`src/hw/rcl_pkg.sv`:
```
// Purpose: Shared constants and types for the radio config code loader
// Assumes: Codes arrive as a byte stream, fields packed MSB first
// Notes: Register map, field widths and record layouts live here
//
// Overview of operation
// Code: control, objects, elements, optional next offset
// Last-config flag set stops further fetching
// Extract job, version, library, author, date fields
// Object count, then object plus switch entries
// Element count, then that many element codes
// Object code: fixed set part, variable init
// Apply object size and access time
// One-byte init length, then immediate bytes
// Nonzero length fills object, zero leaves empty
// Element fields decoded in fixed order
// Dynamic flag: inactive after operation completes
// Two-bit port access type, four kinds
// Zero cost or time means none
// Bind operation code and port access types
// Configured element goes active, tells control unit
// Element exception code, four values
// Connectors join object ports to element ports
// Switch code: id, count, element/port entries; code reads no id field, uses the object index
// Object exception code, four values
// Configure all first, stop on any exception
// MSB first packing, fixed access encoding
// Truncation or overflow aborts, incorrect operation
package rcl_pkg;

// ==========================================================
// Register map
localparam logic [7:0] RCL_OFF_CTRL = 8'h00;
localparam logic [7:0] RCL_OFF_STATUS = 8'h04;
localparam logic [7:0] RCL_OFF_ID0 = 8'h08;
localparam logic [7:0] RCL_OFF_ID1 = 8'h0c;
localparam logic [7:0] RCL_OFF_NEXT = 8'h10;
localparam logic [7:0] RCL_OFF_COUNT = 8'h14;
localparam int RCL_CTRL_START = 0;
localparam int RCL_CTRL_ABORT = 1;

// ==========================================================
// Field widths in bits
localparam logic [5:0] RCL_W_FLAG = 6'h01;
localparam logic [5:0] RCL_W_BYTE = 6'h08;
localparam logic [5:0] RCL_W_HALF = 6'h10;
localparam logic [5:0] RCL_W_OPCODE = 6'h14;
localparam logic [5:0] RCL_W_PORTS = 6'h03;
localparam logic [5:0] RCL_W_ACC = 6'h02;
localparam logic [5:0] RCL_W_SWN = 6'h06;
localparam logic [5:0] RCL_W_SWENT = 6'h0c;
localparam logic [5:0] RCL_W_OFFSET = 6'h20;
localparam logic [5:0] RCL_W_NONE = 6'h00;

// ==========================================================
// Exception codes
localparam logic [1:0] RCL_EXC_NONE = 2'h0;
localparam logic [1:0] RCL_EXC_FLOW = 2'h1;
localparam logic [1:0] RCL_EXC_ARITH = 2'h2;
localparam logic [1:0] RCL_EXC_BADOP = 2'h3;
localparam logic [1:0] RCL_DOX_SIZE = 2'h1;
localparam logic [1:0] RCL_DOX_WRITES = 2'h2;
localparam logic [1:0] RCL_DOX_ERASE = 2'h3;

typedef enum logic [1:0] {
	RCL_ACC_READ = 2'h0,
	RCL_ACC_READ_ERASE = 2'h1,
	RCL_ACC_WRITE = 2'h2,
	RCL_ACC_READ_ERASE_WRITE = 2'h3
} rcl_access_t;

typedef struct packed {
	logic [7:0] obj_id;
	logic [15:0] size;
	logic [15:0] access_time;
	logic full;
} rcl_obj_cfg_t;

typedef struct packed {
	logic [7:0] obj_id;
	logic [7:0] index;
	logic [7:0] value;
} rcl_obj_init_t;

typedef struct packed {
	logic [7:0] obj_id;
	logic [7:0] element;
	logic [3:0] port;
} rcl_sw_conn_t;

typedef struct packed {
	logic [15:0] element_identifier;
	logic [19:0] opcode;
	logic dynamic;
	logic [2:0] port_count;
	logic [15:0] cost;
	logic [15:0] time_limit;
	logic no_cost;
	logic no_time;
	logic [13:0] access;
} rcl_pe_cfg_t;

endpackage

```
`src/hw/rcl_bit_reader.sv`:
```
// Purpose: Turns a byte stream into bit fields of chosen width
// Assumes: Width never exceeds 32 bits
// Notes: Holds at most 40 bits; oldest bit is the MSB of the field
`timescale 1ns/1ps
module rcl_bit_reader
(
	input wire logic clock_i,
	input wire logic reset_n_i,
	input wire logic clear_i,
	input wire logic in_valid_i,
	input wire logic [7:0] in_data_i,
	output logic in_ready_o,
	input wire logic take_i,
	input wire logic [5:0] width_i,
	output logic field_ok_o,
	output logic [31:0] field_o
);
	import rcl_pkg::*;

	logic [39:0] buf_r;
	logic [5:0] cnt_r;
	logic [5:0] cnt_nxt;
	logic [39:0] buf_nxt;
	wire push = in_valid_i && in_ready_o;
	wire take = take_i && field_ok_o;
	wire [5:0] shift_amt = cnt_r - width_i;
	wire [39:0] shifted = buf_r >> shift_amt;
	wire [39:0] mask = (40'h1 << width_i) - 40'h1;
	wire [5:0] cnt_left = take ? shift_amt : cnt_r;

	// Byte room below 33 bits, so none is lost
	assign in_ready_o = (cnt_r <= 6'h20) && !clear_i;
	assign field_ok_o = (cnt_r >= width_i);
	assign field_o = shifted[31:0] & mask[31:0];
	assign buf_nxt = push ? {buf_r[31:0], in_data_i} : buf_r;
	assign cnt_nxt = push ? cnt_left + 6'h08 : cnt_left;

	always_ff @(posedge clock_i or negedge reset_n_i)
	begin
		if (!reset_n_i)
		begin
			buf_r <= 40'h0;
			cnt_r <= 6'h00;
		end
		else
		begin
			buf_r <= clear_i ? 40'h0 : buf_nxt;
			cnt_r <= clear_i ? 6'h00 : cnt_nxt;
		end
	end
endmodule

```
`src/hw/rcl_loader.sv`:
```
// Purpose: Parses binary configuration codes and configures data path
// Assumes: AHB-Lite slave with zero wait states, single word transfers
// Notes: Object identifiers are the entry index within each code
`timescale 1ns/1ps
module rcl_loader
#(
	parameter int MAX_OBJ = 64,
	parameter int MAX_PE = 256
)
(
	input wire logic clock_i,
	input wire logic reset_n_i,
	input wire logic hsel_i,
	input wire logic [31:0] haddr_i,
	input wire logic [1:0] htrans_i,
	input wire logic hwrite_i,
	input wire logic [2:0] hsize_i,
	input wire logic [31:0] hwdata_i,
	input wire logic hready_i,
	output logic [31:0] hrdata_o,
	output logic hreadyout_o,
	output logic hresp_o,
	input wire logic cfg_valid_i,
	input wire logic [7:0] cfg_data_i,
	input wire logic cfg_last_i,
	output logic cfg_ready_o,
	output rcl_pkg::rcl_obj_cfg_t obj_cfg_o,
	output logic obj_cfg_valid_o,
	output rcl_pkg::rcl_obj_init_t obj_init_o,
	output logic obj_init_valid_o,
	output rcl_pkg::rcl_sw_conn_t sw_conn_o,
	output logic sw_conn_valid_o,
	output rcl_pkg::rcl_pe_cfg_t pe_cfg_o,
	output logic pe_active_o,
	output logic code_end_o,
	output logic task_end_o,
	output logic exec_enable_o,
	output logic [1:0] pe_exc_o,
	output logic [1:0] obj_exc_o
);
	import rcl_pkg::*;

	typedef enum logic [4:0] {
		S_IDLE, S_LCF, S_NAF, S_JOB, S_IFV, S_LIB, S_IMPV, S_AUTH,
		S_DATE, S_OCNT, S_OSIZE, S_OACC, S_OLEN, S_OBYTE, S_SWN,
		S_SWENT, S_ECNT, S_EID, S_EOP, S_EDYN, S_EPN, S_ECOST,
		S_ETIME, S_EACC, S_NOFF, S_DONE, S_ERR
	} rcl_state_t;

	// ==========================================================
	// Field width per parse step
	function automatic logic [5:0] step_width(input rcl_state_t s);
		case (s)
			S_LCF, S_NAF, S_EDYN: step_width = RCL_W_FLAG;
			S_JOB, S_IFV, S_LIB, S_IMPV: step_width = RCL_W_BYTE;
			S_OCNT, S_OLEN, S_OBYTE: step_width = RCL_W_BYTE;
			S_AUTH, S_DATE, S_OSIZE, S_OACC: step_width = RCL_W_HALF;
			S_ECNT, S_EID, S_ECOST, S_ETIME: step_width = RCL_W_HALF;
			S_EOP: step_width = RCL_W_OPCODE;
			S_EPN: step_width = RCL_W_PORTS;
			S_EACC: step_width = RCL_W_ACC;
			S_SWN: step_width = RCL_W_SWN;
			S_SWENT: step_width = RCL_W_SWENT;
			S_NOFF: step_width = RCL_W_OFFSET;
			default: step_width = RCL_W_NONE;
		endcase
	endfunction

	rcl_state_t state_r;
	logic last_cfg_r;
	logic naf_r;
	logic src_end_r;
	logic [7:0] job_r, ifv_r, lib_r, impv_r;
	logic [15:0] auth_r, date_r;
	logic [31:0] next_off_r;
	logic next_seen_r;
	logic [15:0] codes_r, pe_total_r;
	logic [7:0] obj_cnt_r, obj_idx_r, len_r, byte_idx_r;
	logic [5:0] sw_n_r, sw_idx_r;
	logic [15:0] pe_cnt_r, pe_idx_r;
	logic [2:0] port_idx_r;
	logic [1:0] pe_exc_r, obj_exc_r;
	rcl_obj_cfg_t obj_r;
	rcl_pe_cfg_t pe_r;
	logic [31:0] field;
	logic field_ok;
	logic rd_ready;

	// ==========================================================
	// Bus slave
	logic wr_pend_r;
	logic [7:0] wr_addr_r;
	wire addr_phase = hsel_i && hready_i && htrans_i[1];
	wire [7:0] a_off = haddr_i[7:0];
	wire hit_ctrl = wr_pend_r && (wr_addr_r == RCL_OFF_CTRL);
	wire sw_start = hit_ctrl && hwdata_i[RCL_CTRL_START];
	wire sw_abort = hit_ctrl && hwdata_i[RCL_CTRL_ABORT];
	wire busy = (state_r != S_IDLE) && (state_r != S_DONE)
		&& (state_r != S_ERR);
	wire [31:0] status_word = {23'h0, next_seen_r, obj_exc_r,
		pe_exc_r, exec_enable_o, state_r == S_ERR,
		state_r == S_DONE, busy};
	logic [31:0] rd_word;

	always_comb
	begin
		rd_word = 32'h0;
		if (a_off == RCL_OFF_STATUS)
			rd_word = status_word;
		else if (a_off == RCL_OFF_ID0)
			rd_word = {job_r, ifv_r, lib_r, impv_r};
		else if (a_off == RCL_OFF_ID1)
			rd_word = {auth_r, date_r};
		else if (a_off == RCL_OFF_NEXT)
			rd_word = next_off_r;
		else if (a_off == RCL_OFF_COUNT)
			rd_word = {pe_total_r, codes_r};
	end

	assign hreadyout_o = 1'b1;
	assign hresp_o = 1'b0;

	always_ff @(posedge clock_i or negedge reset_n_i)
	begin
		if (!reset_n_i)
		begin
			{wr_pend_r, wr_addr_r} <= 9'h0;
			hrdata_o <= 32'h0;
		end
		else
		begin
			wr_pend_r <= addr_phase && hwrite_i;
			if (addr_phase)
				wr_addr_r <= a_off;
			if (addr_phase && !hwrite_i)
				hrdata_o <= rd_word;
		end
	end

	// ==========================================================
	// Field extraction
	wire [5:0] width = step_width(state_r);
	wire step = busy && field_ok && (width != RCL_W_NONE);
	wire starved = busy && !field_ok && src_end_r;
	wire rd_clear = (sw_start && !busy) || sw_abort;

	assign cfg_ready_o = busy && rd_ready && !src_end_r;

	rcl_bit_reader u_reader
	(
		.clock_i(clock_i),
		.reset_n_i(reset_n_i),
		.clear_i(rd_clear),
		.in_valid_i(cfg_valid_i && busy && !src_end_r),
		.in_data_i(cfg_data_i),
		.in_ready_o(rd_ready),
		.take_i(step),
		.width_i(width),
		.field_ok_o(field_ok),
		.field_o(field)
	);

	// ==========================================================
	// Decisions taken on the current field
	wire objs_over = ({24'h0, field[7:0]} > MAX_OBJ);
	wire pes_over = ({16'h0, field[15:0]} > MAX_PE);
	wire last_obj = (obj_idx_r + 8'h01 == obj_cnt_r);
	wire last_pe = (pe_idx_r + 16'h0001 == pe_cnt_r);
	wire last_port = (port_idx_r + 3'h1 == pe_r.port_count);
	wire last_ent = (sw_idx_r + 6'h01 == sw_n_r);
	wire last_byte = (byte_idx_r + 8'h01 == len_r);
	wire len_over = ({8'h0, field[7:0]} > obj_r.size);
	wire [2:0] pn = field[2:0];

	rcl_state_t after_code;
	rcl_state_t after_obj;
	rcl_state_t after_pe;
	assign after_code = naf_r ? S_NOFF : (last_cfg_r ? S_DONE : S_LCF);
	assign after_obj = last_obj ? S_ECNT : S_OSIZE;
	assign after_pe = last_pe ? after_code : S_EID;

	wire code_done = step && ((!naf_r && (((state_r == S_ETIME)
		&& (pe_r.port_count == 3'h0) && last_pe) || ((state_r == S_EACC)
		&& last_port && last_pe) || ((state_r == S_ECNT)
		&& (field[15:0] == 16'h0)))) || (state_r == S_NOFF));

	always_ff @(posedge clock_i or negedge reset_n_i)
	begin
		if (!reset_n_i)
		begin
			state_r <= S_IDLE;
			src_end_r <= 1'b0;
		end
		else if (sw_abort)
			state_r <= S_IDLE;
		else if (sw_start && !busy)
		begin
			state_r <= S_LCF;
			src_end_r <= 1'b0;
		end
		else
		begin
			if (cfg_valid_i && cfg_ready_o && cfg_last_i)
				src_end_r <= 1'b1;
			if (starved)
				state_r <= S_ERR;
			else if (step)
			begin
				case (state_r)
					S_LCF: state_r <= S_NAF;
					S_NAF: state_r <= S_JOB;
					S_JOB: state_r <= S_IFV;
					S_IFV: state_r <= S_LIB;
					S_LIB: state_r <= S_IMPV;
					S_IMPV: state_r <= S_AUTH;
					S_AUTH: state_r <= S_DATE;
					S_DATE: state_r <= S_OCNT;
					S_OCNT:
					begin
						if (objs_over)
							state_r <= S_ERR;
						else if (field[7:0] == 8'h00)
							state_r <= S_ECNT;
						else
							state_r <= S_OSIZE;
					end
					S_OSIZE: state_r <= S_OACC;
					S_OACC:
					begin
						if (obj_r.size == 16'h0 || field[15:0] == 16'h0)
							state_r <= S_ERR;
						else
							state_r <= S_OLEN;
					end
					S_OLEN:
					begin
						if (len_over)
							state_r <= S_ERR;
						else if (field[7:0] == 8'h00)
							state_r <= S_SWN;
						else
							state_r <= S_OBYTE;
					end
					S_OBYTE: state_r <= last_byte ? S_SWN : S_OBYTE;
					S_SWN: state_r <= (field[5:0] == 6'h00) ? after_obj
						: S_SWENT;
					S_SWENT: state_r <= last_ent ? after_obj : S_SWENT;
					S_ECNT:
					begin
						if (pes_over)
							state_r <= S_ERR;
						else if (field[15:0] == 16'h0)
							state_r <= after_code;
						else
							state_r <= S_EID;
					end
					S_EID: state_r <= S_EOP;
					S_EOP: state_r <= S_EDYN;
					S_EDYN: state_r <= S_EPN;
					S_EPN: state_r <= S_ECOST;
					S_ECOST: state_r <= S_ETIME;
					S_ETIME: state_r <= (pe_r.port_count == 3'h0)
						? after_pe : S_EACC;
					S_EACC: state_r <= last_port ? after_pe : S_EACC;
					S_NOFF: state_r <= last_cfg_r ? S_DONE : S_LCF;
					default: state_r <= state_r;
				endcase
			end
		end
	end

	// ==========================================================
	// Captured fields and counters
	always_ff @(posedge clock_i or negedge reset_n_i)
	begin
		if (!reset_n_i)
		begin
			{last_cfg_r, naf_r, next_seen_r} <= 3'h0;
			{job_r, ifv_r, lib_r, impv_r, auth_r, date_r} <= 64'h0;
			next_off_r <= 32'h0;
			{obj_cnt_r, obj_idx_r, len_r, byte_idx_r} <= 32'h0;
			{sw_n_r, sw_idx_r, pe_cnt_r, pe_idx_r} <= 44'h0;
			port_idx_r <= 3'h0;
			obj_r <= '0;
			pe_r <= '0;
		end
		else if (step)
		begin
			case (state_r)
				S_LCF: last_cfg_r <= field[0];
				S_NAF: naf_r <= field[0];
				S_JOB: job_r <= field[7:0];
				S_IFV: ifv_r <= field[7:0];
				S_LIB: lib_r <= field[7:0];
				S_IMPV: impv_r <= field[7:0];
				S_AUTH: auth_r <= field[15:0];
				S_DATE: date_r <= field[15:0];
				S_OCNT:
				begin
					obj_cnt_r <= field[7:0];
					obj_idx_r <= 8'h00;
					obj_r.obj_id <= 8'h00;
				end
				S_OSIZE: obj_r.size <= field[15:0];
				S_OACC: obj_r.access_time <= field[15:0];
				S_OLEN:
				begin
					len_r <= field[7:0];
					byte_idx_r <= 8'h00;
					obj_r.full <= (field[7:0] != 8'h00);
				end
				S_OBYTE: byte_idx_r <= byte_idx_r + 8'h01;
				S_SWN:
				begin
					sw_n_r <= field[5:0];
					sw_idx_r <= 6'h00;
				end
				S_SWENT: sw_idx_r <= sw_idx_r + 6'h01;
				S_ECNT:
				begin
					pe_cnt_r <= field[15:0];
					pe_idx_r <= 16'h0;
				end
				S_EID:
				begin
					pe_r <= '0;
					pe_r.element_identifier <= field[15:0];
					port_idx_r <= 3'h0;
				end
				S_EOP: pe_r.opcode <= field[19:0];
				S_EDYN: pe_r.dynamic <= field[0];
				S_EPN: pe_r.port_count <= pn;
				S_ECOST:
				begin
					pe_r.cost <= field[15:0];
					pe_r.no_cost <= (field[15:0] == 16'h0);
				end
				S_ETIME:
				begin
					pe_r.time_limit <= field[15:0];
					pe_r.no_time <= (field[15:0] == 16'h0);
					if (pe_r.port_count == 3'h0)
						pe_idx_r <= pe_idx_r + 16'h0001;
				end
				S_EACC:
				begin
					pe_r.access[{port_idx_r, 1'b0} +: 2] <= field[1:0];
					port_idx_r <= port_idx_r + 3'h1;
					if (last_port)
						pe_idx_r <= pe_idx_r + 16'h0001;
				end
				S_NOFF:
				begin
					next_off_r <= field;
					next_seen_r <= 1'b1;
				end
			endcase
			if ((state_r == S_SWENT && last_ent) || (state_r == S_SWN
				&& field[5:0] == 6'h00))
			begin
				obj_idx_r <= obj_idx_r + 8'h01;
				obj_r.obj_id <= obj_idx_r + 8'h01;
			end
		end
		else if (sw_start && !busy)
			next_seen_r <= 1'b0;
	end

	// ==========================================================
	// Configuration outputs toward the data path and control unit
	wire obj_emit = step && (((state_r == S_OLEN) && (field[7:0]
		== 8'h00) && !len_over) || ((state_r == S_OBYTE)
		&& last_byte));
	wire pe_emit = step && (((state_r == S_ETIME)
		&& (pe_r.port_count == 3'h0)) || ((state_r == S_EACC)
		&& last_port));
	wire fail_now = starved || (step && (((state_r == S_OCNT)
		&& objs_over) || ((state_r == S_ECNT) && pes_over)
		|| ((state_r == S_OACC) && (obj_r.size == 16'h0
		|| field[15:0] == 16'h0))));

	always_ff @(posedge clock_i or negedge reset_n_i)
	begin
		if (!reset_n_i)
		begin
			{obj_cfg_o, obj_init_o, sw_conn_o, pe_cfg_o} <= '0;
			{obj_cfg_valid_o, obj_init_valid_o, sw_conn_valid_o} <= 3'h0;
			{pe_active_o, code_end_o} <= 2'h0;
			{codes_r, pe_total_r} <= 32'h0;
			pe_exc_r <= RCL_EXC_NONE;
			obj_exc_r <= RCL_EXC_NONE;
		end
		else
		begin
			obj_cfg_valid_o <= obj_emit;
			obj_init_valid_o <= step && (state_r == S_OBYTE);
			sw_conn_valid_o <= step && (state_r == S_SWENT);
			pe_active_o <= pe_emit;
			code_end_o <= code_done;
			if (obj_emit)
				obj_cfg_o <= obj_r;
			if (obj_emit && state_r == S_OLEN)
				obj_cfg_o.full <= 1'b0;
			if (step && state_r == S_OBYTE)
				obj_init_o <= {obj_r.obj_id, byte_idx_r, field[7:0]};
			if (step && state_r == S_SWENT)
				sw_conn_o <= {obj_r.obj_id, field[11:4], field[3:0]};
			if (pe_emit)
			begin
				pe_cfg_o <= pe_r;
				if (state_r == S_EACC)
					pe_cfg_o.access[{port_idx_r, 1'b0} +: 2] <= field[1:0];
				else
				begin
					pe_cfg_o.time_limit <= field[15:0];
					pe_cfg_o.no_time <= (field[15:0] == 16'h0);
				end
				pe_total_r <= pe_total_r + 16'h0001;
			end
			if (code_done)
				codes_r <= codes_r + 16'h0001;
			if (sw_start && !busy)
			begin
				codes_r <= 16'h0;
				pe_total_r <= 16'h0;
				pe_exc_r <= RCL_EXC_NONE;
				obj_exc_r <= RCL_EXC_NONE;
			end
			else if (step && state_r == S_OLEN && len_over)
				obj_exc_r <= RCL_DOX_SIZE;
			else if (fail_now)
				pe_exc_r <= RCL_EXC_BADOP;
		end
	end

	// Execution waits until every element of the last code is set up
	assign task_end_o = (state_r == S_DONE);
	assign exec_enable_o = (state_r == S_DONE) && (pe_exc_r
		== RCL_EXC_NONE) && (obj_exc_r == RCL_EXC_NONE);
	assign pe_exc_o = pe_exc_r;
	assign obj_exc_o = obj_exc_r;
endmodule

```
`config.mk`:
```
export PLATFORM = sky130hd
export DESIGN_NAME = rcl_loader
export DESIGN_NICKNAME = d
export VERILOG_FILES = /design/src/hw/rcl_pkg.sv /design/src/hw/rcl_bit_reader.sv /design/src/hw/rcl_loader.sv
export SDC_FILE = /design/constraint.sdc
export NUM_CORES = 1
export LEC_CHECK = 0
export BUFFER_PORTS_ARGS = -buffer_cell sky130_fd_sc_hd__buf_2
export CAP_MARGIN = 10
export CORE_MARGIN = 2
export CORE_UTILIZATION = 25
export DETAILED_ROUTE_END_ITERATION = 6
export PLACE_DENSITY_LB_ADDON = 0.3
export SETUP_SLACK_MARGIN = 0.3
export SLEW_MARGIN = 25
export SYNTH_ARGS = -nofsm -noshare
export SYNTH_HDL_FRONTEND = slang
export SYNTH_HIERARCHICAL = 1
export SYNTH_SLANG_ARGS = --single-unit
```
`constraint.sdc`:
```
create_clock -name clock_i -period 13.7 [get_ports clock_i]
set_input_delay 2.74 -clock clock_i [delete_from_list [all_inputs] [get_ports clock_i]]
set_output_delay 2.74 -clock clock_i [all_outputs]
set_load 0.05 [all_outputs]
```
==> impl_results.md <==
- Initial DRC count: 1768
- Worst min path class: flop to flop
- Root buf cell: clkbuf_16
- Commonest non-fill, non-tap cell in the layout: nand2_1
- Met1 wire length: ~45000 um
- Synth Area in Adders: under 10%
- Synth Area in Compound Gates: 14.42%
- First-pass DRT Iterations: 7
- Launching point of the worst reg2reg path: state_r[1]
- Synth area leaders: dfrtp_1, nand2_1, mux2_2
- RSZ-0062 raised after global routing: no
- Cell area power density: 240.1 nW/um^2
- LEAKAGE: ~17 nW
- H-tree Lvls: 3
- Io pins: 303
- # DRC: 4
- TritonCTS Buffers: 72
- Crit path launch type: flop
- CTS max path bufs: 3
- Hold Startpoint: pe_r[76]
- Detail Placement HPWL: between 60000 and 70000 um
- Most frequent cells in the layout: nand2_1, dfrtp_1, o21ai_0
- Clk slew on worst S/H paths: 0.06 ns
- Post-cts resize count: 0
- Final setup viols: 0
- EDFF count, synth: 0
- Pins Over Slew Limit: 0
- Max layer used: met5
- CP endpoint kind: flop
- Synth Area in Simple Gates: 16.61%
- Synth cell types: around 100
- Vias in the first global route: 22947
- Count of state elements after synthesis: 604
- Largest net degree at the start of global routing: 128
- Clock skew: 0.02194 ns
- Critical R2R Capture: codes_r[12]
- Antenna violations before repair: 6
- Row count: ~130
- Placed Cells: 4864
- Max Freq: 0.1192 GHz
- Clock period minus worst slack: 8.392 ns
- R2R Setup Slk: 5.31 ns
- Syn avg cell area: 9.721 um^2
- Hold Crit Endpoint: pe_cfg_o[76]
- Biggest area consumer among synthesized cells: dfrtp_1
- Number of setup buffers added after CTS: 0
- Overall routing resource usage: 15.82%
- Ratio of cells with drive above 1 in the final layout: a little over a fifth
- DR vias: 23729
- Die span in x: ~350 um
- DIE AREA: 125400 um^2
- Post-synth ARST share: 100.0%
- Post-synth top area share: 49.31%
- Core Area: 121700 um^2
- Metal3 WL: between 5000 and 6000 um
- DR WL/cell: 20.22 um
- DR WL met2: 48370 um
- CTS tree: yes
- Die height: between 300 and 400 um
- Post-Syn Area: around 31000 um^2
- Post-route antenna net violation count: 0
- Ys Warns: 6
- Hold Path Stages: 2
- IR drop worst, VDD: 0.0002036 V
- CP required: 14.22 ns
- GPL Wtd Cong: about 0.86
- Final net count: 3433
- CP Max Fanout: 45
- Pre-CTS setup slack: between 5 and 6 ns
- Vias per cell: 4.751
- Starting Density: 25.18%
- I/O Buffers: 241
- Largest family of logic cells by synthesized area: simple AND/OR/NAND/NOR gates
- Crit path DAT: 8.91 ns
- Mux cell area share after synthesis: 11.44%
- Max_slew headroom: 28.15%
- Synth-to-layout area growth: 17.87%
- First-pass GRT wire length: 152200 um
- Hold Slack: 0.4608 ns
- Synth Area in XOR/XNOR: 2.539%
- Final WS setup: around 5.3 ns
- WS Path Type: flop to flop
- Failing checks: DRC
- Post-synthesis cell count: 3153
- Outcome: finished, violations left
- Sequential area share after synthesis: roughly half
- Hold Vio Cnt, Final: 0
- Worst-Margin Slew: 1.076 ns
- Reg2Reg Depth: 22
- Cts hold-fix bufs: 0
- Total global routing overflow: 0
- Top_reg_cell synth: dfrtp_1
- Routed WL: 101000 um
- Max-Cap Viols: 0
- Worst skew pair latency: 0.63 ns
- Layout Cells excl Fill: 4995
- Setup TNS: 0 ns
- Final worst-path cycle share: between 60% and 70%
- Sink Count: a little over 600
[registers in the layout (all words and copies together) (netlist names), 20 cells and up]
register        cells
pe_cfg_o           88
pe_r               88
obj_cfg_o          41
obj_r              41
u_reader/buf_r     40
hrdata_o           32
next_off_r         32
obj_init_o         24
sw_conn_o          20
[stage by stage]
step	total power [W]	utilization, %	instance area [um^2]
4_1_cts	0.008746	29.66	36100
2_1_floorplan	0.005010	-	30650
3_3_place_gp	0.006638	27.58	33570
3_5_place_dp	0.006664	27.59	33580
5_1_grt	0.009190	29.68	36120
6_report	0.008674	29.68	36130
[metal layers]
metal | GRT usage, % | vias to the layer above
li1 | - | 11342
met1 | 21.15 | 11723
met2 | 26.02 | 546
met3 | 3.424 | 114
met4 | 3.831 | 4
met5 | 0 | -
[how the worst max path moves through the flow]
stage,start,endpoint,cells after the start
floorplan,hwdata_i[0],cfg_ready_o,5
global placement,state_r[1],codes_r[14],22
detailed placement,state_r[1],codes_r[12],22
CTS,state_r[1],codes_r[12],22
global route,state_r[1],codes_r[11],22
finish,state_r[1],codes_r[12],22
[cell usage after synthesis, types with 15 or more instances]
cell type / count
ha_1: 34
xor2_1: 23
nand3_1: 86
dfrtp_1: 604
o21ai_0: 317
a21o_1: 17
a211oi_1: 15
mux4_2: 30
mux2i_1: 71
buf_2: 41
xnor2_1: 53
mux2_2: 186
clkbuf_1: 154
nor2_1: 170
a21oi_1: 144
nor4_1: 17
o211ai_1: 19
a22o_1: 31
inv_1: 69
nand2b_1: 39
a222oi_1: 24
and3_1: 21
nand2_1: 650
nor3_1: 53
[critical path, stage by stage (launching register included)]
cell       delay [ns]
dfrtp_1          0.44
inv_1            0.15
ha_1             0.54
mux2_2           0.28
a22oi_1          0.10
nor2_1           0.13
buf_4            0.24
ha_2             0.22
inv_1            0.05
fa_4             1.14
mux4_2           0.60
mux2_2           0.32
nor3_1           0.22
a2111oi_0        0.11
o21ai_1          0.16
o21ai_1          0.09
nor4_1           0.73
nand3_1          0.46
nor3_1           0.81
a31oi_2          0.48
a2111oi_4        0.62
a21oi_1          0.14
o21ba_1          0.19
[where the power goes]
part | internal [W] | switching [W] | leakage (nW)
combinational | 0.00137 | 0.00303 | 7.23
sequential | 0.00202 | 0.000214 | 8.19
clock | 0.00123 | 0.000799 | 1.25
total | 0.00463 | 0.00405 | 16.7
[area by class of cell]
type	count	area, um^2
Fill cell	12809	85590
Sequential cell	604	15110
Multi-Input combinational cell	2252	14420
Clock buffer	99	2157
Tap cell	1625	2033
Timing Repair Buffer	313	1773
Clock inverter	29	357.8
Inverter	71	266.5
Antenna cell	2	5.005
[kinds of logic (layout without fill, tap and decap cells)]
family / after synthesis / in the layout
mux: 289 / 289
fa+ha+maj: 35 / 35
xor+xnor: 81 / 81
flops: 604 / 604
compound gates: 701 / 701
simple gates: 1143 / 1143
buf+inv: 298 / 512
other cells: 2 / 5
Note: power is estimated with default switching activity, not from simulation.
